## src/rtl/bcr_pkg.sv

```systemverilog
package bcr_pkg;

   // ------------------------------------------------------------
   // Register map (byte addresses)
   // ------------------------------------------------------------
   localparam int          ADDR_W          = 12;
   localparam logic [11:0] OFF_BRIDGE_CTRL = 12'h03C;
   localparam logic [11:0] OFF_IRQ_STATUS  = 12'h100;
   localparam logic [11:0] OFF_IRQ_ENABLE  = 12'h104;
   localparam logic [11:0] OFF_IRQ_CLEAR   = 12'h108;

   // ------------------------------------------------------------
   // Bridge control fields (bit positions in the doubleword)
   // ------------------------------------------------------------
   localparam int BIT_POISON_RESP   = 16;
   localparam int BIT_ERR_FWD_EN    = 17;
   localparam int BIT_IO_ALIAS_EN   = 18;
   localparam int BIT_DISPLAY_EN    = 19;
   localparam int BIT_DISPLAY_WIDE  = 20;
   localparam int BIT_DS_HOT_RESET  = 22;
   localparam logic [31:0] BC_WR_MASK = 32'h005F_0000;
   localparam logic [31:0] BC_RESET   = 32'h0000_0000;

   // ------------------------------------------------------------
   // Legacy decode ranges
   // ------------------------------------------------------------
   localparam logic [31:0] DISP_MEM_LO  = 32'h000A_0000;
   localparam logic [31:0] DISP_MEM_HI  = 32'h000B_FFFF;
   localparam logic [9:0]  DISP_IO_A_LO = 10'h3B0;
   localparam logic [9:0]  DISP_IO_A_HI = 10'h3BB;
   localparam logic [9:0]  DISP_IO_B_LO = 10'h3C0;
   localparam logic [9:0]  DISP_IO_B_HI = 10'h3DF;
   localparam logic [9:0]  ALIAS_BLK_LO = 10'h100;

   // ------------------------------------------------------------
   // Switch topology and interrupt events
   // ------------------------------------------------------------
   localparam int DS_PORTS = 5;
   localparam int EV_W     = 3;
   localparam int EV_POISON = 0;
   localparam int EV_ERRFWD = 1;
   localparam int EV_HOTRST = 2;
   localparam logic [EV_W-1:0] EV_RESET = 3'h0;

   localparam logic [1:0] RESP_OKAY   = 2'h0;
   localparam logic [1:0] RESP_SLVERR = 2'h2;

endpackage

```

## src/rtl/bcr_bridge_ctrl.sv

```systemverilog
// The AXI4-Lite register port was chosen for this implementation.
`timescale 1ns/1ps
// Contract
// - Poison response bit 16: 0 ignores, 1 reports poisoned secondary TLPs; resets 0.
// - Bit 17 gates forwarding of secondary error messages to primary; resets 0.
// - Alias bit 18 clear: forward every I/O address in window downstream.
// - Alias set: window I/O below 64KB in top 768 bytes per 1KB go upstream; code sends display I/O hits downstream while bit 19 set.
// - Display bit 19 clear: legacy display memory and I/O not forwarded; code still forwards display I/O inside the I/O window downstream while bit 18 clear.
// - Display set: forward memory accesses from 000A0000h through 000BFFFFh.
// - Display set: forward I/O below 64KB with low ten bits 3B0-3BB, 3C0-3DF.
// - Bit 20 picks 10-bit or 16-bit decode for display I/O; resets 0.
// - Bit 22 set triggers hot reset of the port; clear triggers none.
// - Downstream port: assert reset to attached device while bit 22 set.
// - Upstream port: assert reset of every downstream port while bit 22 set.
// - Bits 21 and 23 to 27 are read-only and read zero.
module bcr_bridge_ctrl
   import bcr_pkg::*;
(
   input  wire logic                 aclk,
   input  wire logic                 aresetn,
   // AXI4-Lite slave
   input  wire logic [ADDR_W-1:0]    s_axi_awaddr,
   input  wire logic                 s_axi_awvalid,
   output logic                      s_axi_awready,
   input  wire logic [31:0]          s_axi_wdata,
   input  wire logic [3:0]           s_axi_wstrb,
   input  wire logic                 s_axi_wvalid,
   output logic                      s_axi_wready,
   output logic [1:0]                s_axi_bresp,
   output logic                      s_axi_bvalid,
   input  wire logic                 s_axi_bready,
   input  wire logic [ADDR_W-1:0]    s_axi_araddr,
   input  wire logic                 s_axi_arvalid,
   output logic                      s_axi_arready,
   output logic [31:0]               s_axi_rdata,
   output logic [1:0]                s_axi_rresp,
   output logic                      s_axi_rvalid,
   input  wire logic                 s_axi_rready,
   // Port role strap, high on the upstream port
   input  wire logic                 is_upstream_port,
   // Secondary-side TLP monitor
   input  wire logic                 sec_tlp_valid,
   input  wire logic                 sec_tlp_poisoned,
   output logic                      poison_report,
   // Secondary error message forwarding
   input  wire logic                 sec_err_valid,
   input  wire logic [1:0]           sec_err_type,
   output logic                      pri_err_valid,
   output logic [1:0]                pri_err_type,
   // Transaction decode
   input  wire logic                 req_valid,
   input  wire logic                 req_is_io,
   input  wire logic [31:0]          req_addr,
   input  wire logic [31:0]          io_window_base,
   input  wire logic [31:0]          io_window_limit,
   output logic                      dec_valid,
   output logic                      dec_fwd_down,
   output logic                      dec_fwd_up,
   // Hot reset
   output logic                      hot_reset_req,
   output logic [DS_PORTS-1:0]       ds_port_rst_n,
   // Interrupt
   output logic                      irq
);

   // ------------------------------------------------------------
   // State
   // ------------------------------------------------------------
   logic [31:0]          bc_r;
   logic [EV_W-1:0]      irq_status_r;
   logic [EV_W-1:0]      irq_enable_r;
   logic                 irq_r;
   logic                 awready_r;
   logic                 wready_r;
   logic                 aw_held_r;
   logic                 w_held_r;
   logic [ADDR_W-1:0]    awaddr_r;
   logic [31:0]          wdata_r;
   logic [3:0]           wstrb_r;
   logic                 bvalid_r;
   logic [1:0]           bresp_r;
   logic                 arready_r;
   logic                 rvalid_r;
   logic [31:0]          rdata_r;
   logic [1:0]           rresp_r;
   logic                 up_meta_r;
   logic                 up_sync_r;
   logic                 poison_report_r;
   logic                 pri_err_valid_r;
   logic [1:0]           pri_err_type_r;
   logic                 dec_valid_r;
   logic                 dec_fwd_down_r;
   logic                 dec_fwd_up_r;
   logic                 hot_reset_r;
   logic [DS_PORTS-1:0]  ds_port_rst_n_r;

   logic                 do_write;
   logic [31:0]          byte_mask;
   logic [31:0]          rdata_nxt;
   logic [1:0]           rresp_nxt;
   logic [EV_W-1:0]      ev_set;
   logic [EV_W-1:0]      ev_clr;
   logic                 in_io_window;
   logic                 below_64k;
   logic                 alias_hit;
   logic                 disp_mem_hit;
   logic                 disp_io_hit;
   logic [9:0]           io_low10;

   // ------------------------------------------------------------
   // AXI4-Lite write path
   // ------------------------------------------------------------
   // Address and data are taken independently; the write fires once both are held
   assign do_write  = aw_held_r && w_held_r && !bvalid_r;
   assign byte_mask = {{8{wstrb_r[3]}}, {8{wstrb_r[2]}}, {8{wstrb_r[1]}}, {8{wstrb_r[0]}}};

   // Write address channel
   always_ff @(posedge aclk) begin
      if (!aresetn) begin
         awready_r <= 1'b0;
         aw_held_r <= 1'b0;
         awaddr_r  <= '0;
      end else begin
         if (s_axi_awvalid && awready_r) begin
            awready_r <= 1'b0;
            aw_held_r <= 1'b1;
            awaddr_r  <= s_axi_awaddr;
         end else if (do_write) begin
            aw_held_r <= 1'b0;
         end else if (!aw_held_r && !bvalid_r) begin
            awready_r <= 1'b1;
         end
      end
   end

   // Write data channel
   always_ff @(posedge aclk) begin
      if (!aresetn) begin
         wready_r <= 1'b0;
         w_held_r <= 1'b0;
         wdata_r  <= '0;
         wstrb_r  <= '0;
      end else begin
         if (s_axi_wvalid && wready_r) begin
            wready_r <= 1'b0;
            w_held_r <= 1'b1;
            wdata_r  <= s_axi_wdata;
            wstrb_r  <= s_axi_wstrb;
         end else if (do_write) begin
            w_held_r <= 1'b0;
         end else if (!w_held_r && !bvalid_r) begin
            wready_r <= 1'b1;
         end
      end
   end

   // Write response; unmapped offsets answer SLVERR
   always_ff @(posedge aclk) begin
      if (!aresetn) begin
         bvalid_r <= 1'b0;
         bresp_r  <= RESP_OKAY;
      end else if (do_write) begin
         bvalid_r <= 1'b1;
         bresp_r  <= (awaddr_r == OFF_BRIDGE_CTRL || awaddr_r == OFF_IRQ_STATUS ||
                      awaddr_r == OFF_IRQ_ENABLE  || awaddr_r == OFF_IRQ_CLEAR)
                     ? RESP_OKAY : RESP_SLVERR;
      end else if (bvalid_r && s_axi_bready) begin
         bvalid_r <= 1'b0;
      end
   end

   // ------------------------------------------------------------
   // Bridge control register
   // ------------------------------------------------------------
   // Only writable fields are stored, so fixed-zero bits can never leak
   always_ff @(posedge aclk) begin
      if (!aresetn) begin
         bc_r <= BC_RESET;
      end else if (do_write && awaddr_r == OFF_BRIDGE_CTRL) begin
         bc_r <= (bc_r & ~(byte_mask & BC_WR_MASK)) |
                 (wdata_r & byte_mask & BC_WR_MASK);
      end
   end

   // Interrupt enable register
   always_ff @(posedge aclk) begin
      if (!aresetn) begin
         irq_enable_r <= EV_RESET;
      end else if (do_write && awaddr_r == OFF_IRQ_ENABLE && wstrb_r[0]) begin
         irq_enable_r <= wdata_r[EV_W-1:0];
      end
   end

   // ------------------------------------------------------------
   // AXI4-Lite read path
   // ------------------------------------------------------------
   // Clear register is write-only and reads as zero
   always_comb begin
      rdata_nxt = 32'h0000_0000;
      rresp_nxt = RESP_OKAY;
      case (s_axi_araddr)
         OFF_BRIDGE_CTRL: rdata_nxt = bc_r & BC_WR_MASK;
         OFF_IRQ_STATUS:  rdata_nxt = {29'h0000_0000, irq_status_r};
         OFF_IRQ_ENABLE:  rdata_nxt = {29'h0000_0000, irq_enable_r};
         OFF_IRQ_CLEAR:   rdata_nxt = 32'h0000_0000;
         default:         rresp_nxt = RESP_SLVERR;
      endcase
   end

   // One read in flight; data latched at the address handshake
   always_ff @(posedge aclk) begin
      if (!aresetn) begin
         arready_r <= 1'b0;
         rvalid_r  <= 1'b0;
         rdata_r   <= '0;
         rresp_r   <= RESP_OKAY;
      end else begin
         if (s_axi_arvalid && arready_r) begin
            arready_r <= 1'b0;
            rvalid_r  <= 1'b1;
            rdata_r   <= rdata_nxt;
            rresp_r   <= rresp_nxt;
         end else if (rvalid_r && s_axi_rready) begin
            rvalid_r <= 1'b0;
         end else if (!rvalid_r) begin
            arready_r <= 1'b1;
         end
      end
   end

   // ------------------------------------------------------------
   // Port role strap synchroniser
   // ------------------------------------------------------------
   always_ff @(posedge aclk) begin
      if (!aresetn) begin
         up_meta_r <= 1'b0;
         up_sync_r <= 1'b0;
      end else begin
         up_meta_r <= is_upstream_port;
         up_sync_r <= up_meta_r;
      end
   end

   // ------------------------------------------------------------
   // Poisoned TLP reporting and error forwarding
   // ------------------------------------------------------------
   always_ff @(posedge aclk) begin
      if (!aresetn) begin
         poison_report_r <= 1'b0;
      end else begin
         poison_report_r <= sec_tlp_valid && sec_tlp_poisoned && bc_r[BIT_POISON_RESP];
      end
   end

   a_poison_gate: assert property (@(posedge aclk) disable iff (!aresetn)
      (sec_tlp_valid && sec_tlp_poisoned) |=> (poison_report_r == $past(bc_r[BIT_POISON_RESP])))
      else $error("poison report does not follow enable");

   // Type travels with the valid so the primary side sees a matched pair
   always_ff @(posedge aclk) begin
      if (!aresetn) begin
         pri_err_valid_r <= 1'b0;
         pri_err_type_r  <= 2'h0;
      end else begin
         pri_err_valid_r <= sec_err_valid && bc_r[BIT_ERR_FWD_EN];
         if (sec_err_valid) begin
            pri_err_type_r <= sec_err_type;
         end
      end
   end

   a_err_forward: assert property (@(posedge aclk) disable iff (!aresetn)
      sec_err_valid |=> (pri_err_valid_r == $past(bc_r[BIT_ERR_FWD_EN])) &&
                        (pri_err_type_r == $past(sec_err_type)))
      else $error("error message forwarding mismatch");

   // ------------------------------------------------------------
   // Address decode
   // ------------------------------------------------------------
   assign io_low10     = req_addr[9:0];
   assign below_64k    = (req_addr[31:16] == 16'h0000);
   assign in_io_window = (req_addr >= io_window_base) && (req_addr <= io_window_limit);
   // Top 768 bytes of each 1KB block: offset 100h and above
   assign alias_hit    = below_64k && (io_low10 >= ALIAS_BLK_LO);
   assign disp_mem_hit = (req_addr >= DISP_MEM_LO) && (req_addr <= DISP_MEM_HI);
   // 10-bit decode lets aliases above 3FFh through; wide decode demands 15:10 zero
   assign disp_io_hit  = below_64k &&
                         (!bc_r[BIT_DISPLAY_WIDE] || req_addr[15:10] == 6'h00) &&
                         ((io_low10 >= DISP_IO_A_LO && io_low10 <= DISP_IO_A_HI) ||
                          (io_low10 >= DISP_IO_B_LO && io_low10 <= DISP_IO_B_HI));

   // Display ranges take priority over the I/O window
   always_ff @(posedge aclk) begin
      if (!aresetn) begin
         dec_valid_r    <= 1'b0;
         dec_fwd_down_r <= 1'b0;
         dec_fwd_up_r   <= 1'b0;
      end else begin
         dec_valid_r    <= req_valid;
         dec_fwd_down_r <= 1'b0;
         dec_fwd_up_r   <= 1'b0;
         if (req_valid) begin
            if (bc_r[BIT_DISPLAY_EN] && (req_is_io ? disp_io_hit : disp_mem_hit)) begin
               dec_fwd_down_r <= 1'b1;
            end else if (req_is_io && in_io_window) begin
               if (bc_r[BIT_IO_ALIAS_EN] && alias_hit) begin
                  dec_fwd_up_r <= 1'b1;
               end else begin
                  dec_fwd_down_r <= 1'b1;
               end
            end
         end
      end
   end

   a_window_down: assert property (@(posedge aclk) disable iff (!aresetn)
      (req_valid && req_is_io && in_io_window && !bc_r[BIT_IO_ALIAS_EN]) |=> dec_fwd_down_r)
      else $error("window I/O not forwarded downstream");

   a_alias_up: assert property (@(posedge aclk) disable iff (!aresetn)
      dec_fwd_up_r |-> $past(bc_r[BIT_IO_ALIAS_EN]) && $past(req_is_io) &&
                       ($past(req_addr[9:8]) != 2'h0) && ($past(req_addr[31:16]) == 16'h0000))
      else $error("upstream alias outside legal range");

   a_display_off: assert property (@(posedge aclk) disable iff (!aresetn)
      (req_valid && !req_is_io && !bc_r[BIT_DISPLAY_EN]) |=> !dec_fwd_down_r)
      else $error("display memory forwarded while disabled");

   a_display_mem: assert property (@(posedge aclk) disable iff (!aresetn)
      (req_valid && !req_is_io && bc_r[BIT_DISPLAY_EN] &&
       req_addr >= 32'h000A_0000 && req_addr <= 32'h000B_FFFF) |=> dec_fwd_down_r)
      else $error("display memory not forwarded");

   a_display_wide: assert property (@(posedge aclk) disable iff (!aresetn)
      (req_valid && req_is_io && bc_r[BIT_DISPLAY_EN] && bc_r[BIT_DISPLAY_WIDE] &&
       req_addr[15:10] != 6'h00 && !in_io_window) |=> !dec_fwd_down_r)
      else $error("wide decode forwarded an alias");

   // ------------------------------------------------------------
   // Hot reset
   // ------------------------------------------------------------
   always_ff @(posedge aclk) begin
      if (!aresetn) begin
         hot_reset_r <= 1'b0;
      end else begin
         hot_reset_r <= bc_r[BIT_DS_HOT_RESET];
      end
   end

   // Port 0 is this port's own link; upstream role fans out to all
   generate
      for (genvar gi = 0; gi < DS_PORTS; gi++) begin : g_port_rst
         always_ff @(posedge aclk) begin
            if (!aresetn) begin
               ds_port_rst_n_r[gi] <= 1'b1;
            end else begin
               ds_port_rst_n_r[gi] <= !(bc_r[BIT_DS_HOT_RESET] &&
                                        (up_sync_r || gi == 0));
            end
         end
      end
   endgenerate

   a_hot_none: assert property (@(posedge aclk) disable iff (!aresetn)
      !bc_r[BIT_DS_HOT_RESET] |=> (&ds_port_rst_n_r) && !hot_reset_r)
      else $error("reset asserted while hot reset clear");

   a_ds_reset: assert property (@(posedge aclk) disable iff (!aresetn)
      bc_r[BIT_DS_HOT_RESET] |=> !ds_port_rst_n_r[0] && hot_reset_r)
      else $error("own port reset missing");

   a_up_reset: assert property (@(posedge aclk) disable iff (!aresetn)
      (bc_r[BIT_DS_HOT_RESET] && up_sync_r) |=> (ds_port_rst_n_r == '0))
      else $error("upstream hot reset did not reach all ports");

   a_fixed_zero: assert property (@(posedge aclk) disable iff (!aresetn)
      (s_axi_rvalid && $past(s_axi_araddr) == OFF_BRIDGE_CTRL && $past(s_axi_arvalid) &&
       $past(s_axi_arready)) |-> (s_axi_rdata[31:23] == 9'h000 && !s_axi_rdata[21]))
      else $error("fixed-zero bits read nonzero");

   // ------------------------------------------------------------
   // Interrupt status, clear and output
   // ------------------------------------------------------------
   assign ev_set[EV_POISON] = poison_report_r;
   assign ev_set[EV_ERRFWD] = pri_err_valid_r;
   assign ev_set[EV_HOTRST] = hot_reset_r ^ bc_r[BIT_DS_HOT_RESET] ? bc_r[BIT_DS_HOT_RESET] : 1'b0;
   assign ev_clr = (do_write && awaddr_r == OFF_IRQ_CLEAR && wstrb_r[0]) ?
                   wdata_r[EV_W-1:0] : EV_RESET;

   // Set beats clear so a same-cycle event is never lost
   always_ff @(posedge aclk) begin
      if (!aresetn) begin
         irq_status_r <= EV_RESET;
      end else begin
         irq_status_r <= (irq_status_r & ~ev_clr) | ev_set;
      end
   end

   // Level output from a flop, so enable and status updates cannot glitch it
   always_ff @(posedge aclk) begin
      if (!aresetn) begin
         irq_r <= 1'b0;
      end else begin
         irq_r <= |(irq_status_r & irq_enable_r);
      end
   end

   // ------------------------------------------------------------
   // Outputs
   // ------------------------------------------------------------
   assign s_axi_awready = awready_r;
   assign s_axi_wready  = wready_r;
   assign s_axi_bvalid  = bvalid_r;
   assign s_axi_bresp   = bresp_r;
   assign s_axi_arready = arready_r;
   assign s_axi_rvalid  = rvalid_r;
   assign s_axi_rdata   = rdata_r;
   assign s_axi_rresp   = rresp_r;
   assign poison_report = poison_report_r;
   assign pri_err_valid = pri_err_valid_r;
   assign pri_err_type  = pri_err_type_r;
   assign dec_valid     = dec_valid_r;
   assign dec_fwd_down  = dec_fwd_down_r;
   assign dec_fwd_up    = dec_fwd_up_r;
   assign hot_reset_req = hot_reset_r;
   assign ds_port_rst_n = ds_port_rst_n_r;
   assign irq           = irq_r;

endmodule // bcr_bridge_ctrl

```

## config.mk

```make
export PLATFORM = sky130hd
export DESIGN_NAME = bcr_bridge_ctrl
export DESIGN_NICKNAME = d
export VERILOG_FILES = /design/src/rtl/bcr_pkg.sv /design/src/rtl/bcr_bridge_ctrl.sv
export SDC_FILE = /design/constraint.sdc
export NUM_CORES = 1
export LEC_CHECK = 0
export ABC_AREA = 1
export BUFFER_PORTS_ARGS = -buffer_cell sky130_fd_sc_hd__buf_4
export CORE_ASPECT_RATIO = 1.4
export CORE_UTILIZATION = 45
export DETAILED_ROUTE_END_ITERATION = 8
export GPL_TIMING_DRIVEN = 1
export PLACE_DENSITY_LB_ADDON = 0.3
export SLEW_MARGIN = 30
export SYNTH_ARGS = -nofsm -noshare
export SYNTH_HDL_FRONTEND = slang
export SYNTH_SLANG_ARGS = --single-unit
```

## constraint.sdc

```tcl
create_clock -name aclk -period 1.5 [get_ports aclk]
set_input_delay 0.15 -clock aclk [delete_from_list [all_inputs] [get_ports aclk]]
set_output_delay 0.15 -clock aclk [all_outputs]
set_load 0.03 [all_outputs]
```

==> results.cfg <==
[die]
io_pins = 226
die-area_um2 = 10600
die_w_um = 87.4
fp.dieH_um = 121
start_util = 0.464
core-area_um2 = 9900
rows = 43

[critical_path]
critPathMaxFanout = 12
crit_required_ps = 1690
cp.arrival_ps = 1590
worst_path_max_delay_cell = dfxtp_1
crit_path_end_kind = flop
crit_type = reg2reg
crit_chain = inv_1 -> nand4_1 -> nor4_4 -> nand4_2 -> buf_6 -> nor2_1 -> a211oi_2
cpPeakStageDelay_ps = 300
cp-start-kind = flop

[clock_network]
cts_buffer_depth = 2
htree_levels = 3
cts.sinks = 66
ctsHoldBuffers = 0
clock-root-buffer = clkbuf_16
post_cts_resized = 0
cts_tree = built
clk_pin_slew_ps = 60
cts_setup_buffers = 0
clock_latency_ps = 320
cts_buffers = 9

[grt]
grt_overflow_total = 0
grt_max_degree = 27
grt_pass1_vias = 4444
track_usage = 0.219
grt_pass1_wl_um = 18400
antenna_found_initial = 0

[logic_synthesis]
synth_top_area_cell = dfxtp_1
synth_top_area_frac = 0.288
synth_edf_count = 0
syn_area_um2 = 4590
synthTopCellsByCount = inv_1, nand2_1, nor2_1, dfxtp_1, ha_1
synth_area_leaders = dfxtp_1, ha_1, inv_1, nand2_1, nor2_1
synth-seq-cells = 66
ys_seq_area_frac = 0.288
synth_cells = 655
ys_warn_count = 0
synth_async_sr_flop_share = 0
postSynthAreaPerCell_um2 = 7.01
synth.distinct_cells = 32
synth_flop_cell = dfxtp_1

[power_and_ir_drop]
leakagePower_nw = 3.38
power_density_nw_per_um2 = 779
ir_worst_vdd_mv = 0.770

[routing]
post_drt_wl_per_cell_um = 11.9
num_vias = 4720
routed_wl_um = 11700
first_pass_iters = 4
vias_per_cell = 4.80
first_iter_violations = 141
drtAntennaViolNets = 0
drc = 0

[placement]
gp_congestion = 0.861
portBuffers = 175
dp_hpwl_um = 10000
dp_slack_ps = -178
dp.cells = 967
placed_cell_area_um2 = 6030

[job]
cap_violations = 0

[sta]
rsz0062_at_grt = true
period_needed_ps = 1400
slew_violations = 0
setup_viol = 0
fmax_mhz = 714
fin_worst_skew_ps = 5.42
period_share = 0.934
fin_ws_ps = 98.5
finalHoldViolations = 0

[outcome]
status = completed

[cells_and_area]
seqCellArea_um2 = 1320
layout.cells.non_filler = 983
fillers = 913
stdcell_area_um2 = 6330
multiInputGateArea_um2 = 2690
drive_gt1_frac = 0.268
syn_to_final_growth_pct = 37.9
layout.nets = 1078
antenna_cells = 0

[hold_path]
hold_class = in2reg
worst max-delay path, delay by kind of cell, from the launching register on:
kind,cells,cell delay [ps]
and+or+nand+nor,4,650
DFF,1,300
buffers and inverters,2,270
AOI/OAI and AO/OA,1,50
worst paths after layout:
kind / startpoint / to / slack [ps] / cells past startpoint
setup reg to reg: awaddr_r[9]$_SDFFE_PN0P_ / flop / 100 / 7
setup / recovery: awaddr_r[9]$_SDFFE_PN0P_ / flop / 100 / 7
hold reg to reg: up_sync_r$_SDFF_PN0_ / ds_port_rst_n[4]$_SDFF_PN1_ / 380 / 1
hold / removal: is_upstream_port / up_meta_r$_SDFF_PN0_ / 6 / 3
cell usage in the layout (no fill, tap or decap), types with 3 or more instances in the layout:
cell       netlist  routed
buf_4           28     190
inv_1          113     113
nand2_1        113     112
nor2_1          95      94
dfxtp_1         66      66
ha_1            64      64
a21oi_1         47      47
o21ai_0         40      40
conb_1           1      25
nand3_1         20      19
nand4_1          9       9
clkbuf_16        0       9
nor3_1           8       7
a211oi_2         6       6
o31ai_1          5       5
o21a_1           4       4
nor4_1           4       3
nor4_2           2       3
a211oi_1         3       3
a21o_1           3       3
inv_6            0       3
metal layers:
layer	GRT usage	share of wire	up-vias
li1	-	-	2442
met1	0.212	0.37	2113
met2	0.437	0.55	142
met3	0.0340	0.053	23
met4	0.102	0.023	0
met5	0	0	-
area by class of cell:
| class | instances | area share |
|---|---|---|
| clock buffer | 9 | 0.0356 |
| clock inverter | 7 | 0.00811 |
| inverter | 115 | 0.0682 |
| multi-input combinational | 460 | 0.425 |
| sequential | 66 | 0.209 |
| tap | 135 | 0.0267 |
| timing repair buffer | 191 | 0.227 |
cell families after synthesis:
kind of cell               synth area share
AOI/OAI and AO/OA                     0.143
adders and majority gates             0.174
buffers and inverters                 0.150
DFF                                   0.288
other                              0.000817
and+or+nand+nor                       0.245
power breakdown:
part           switching [W]  internal [W]
Sequential         0.0000406       0.00183
Combinational       0.000631      0.000531
Clock               0.000773       0.00113
registers in the layout (all words and copies together), names as in the netlist, 2 cells and up, named ones only:
signal / count
ds_port_rst_n: 2
awaddr_r: 12
wdata_r: 9
irq_enable_r: 3
s_axi_rdata: 9
pri_err_type: 2
irq_status_r: 3
wstrb_r: 2
through the flow:
stage	hold WS, ps	util	total power [W]	TNS, ps
final	6.33	0.639	0.00493	0
after detailed placement	338	0.609	0.00306	-309
after CTS	0.557	0.637	0.00496	0
after floorplan	248	-	0.00258	0
after global routing	6.22	0.639	0.00520	-16.0
after global placement	332	0.609	0.00301	-141
Power figures use the tool's default switching activity.
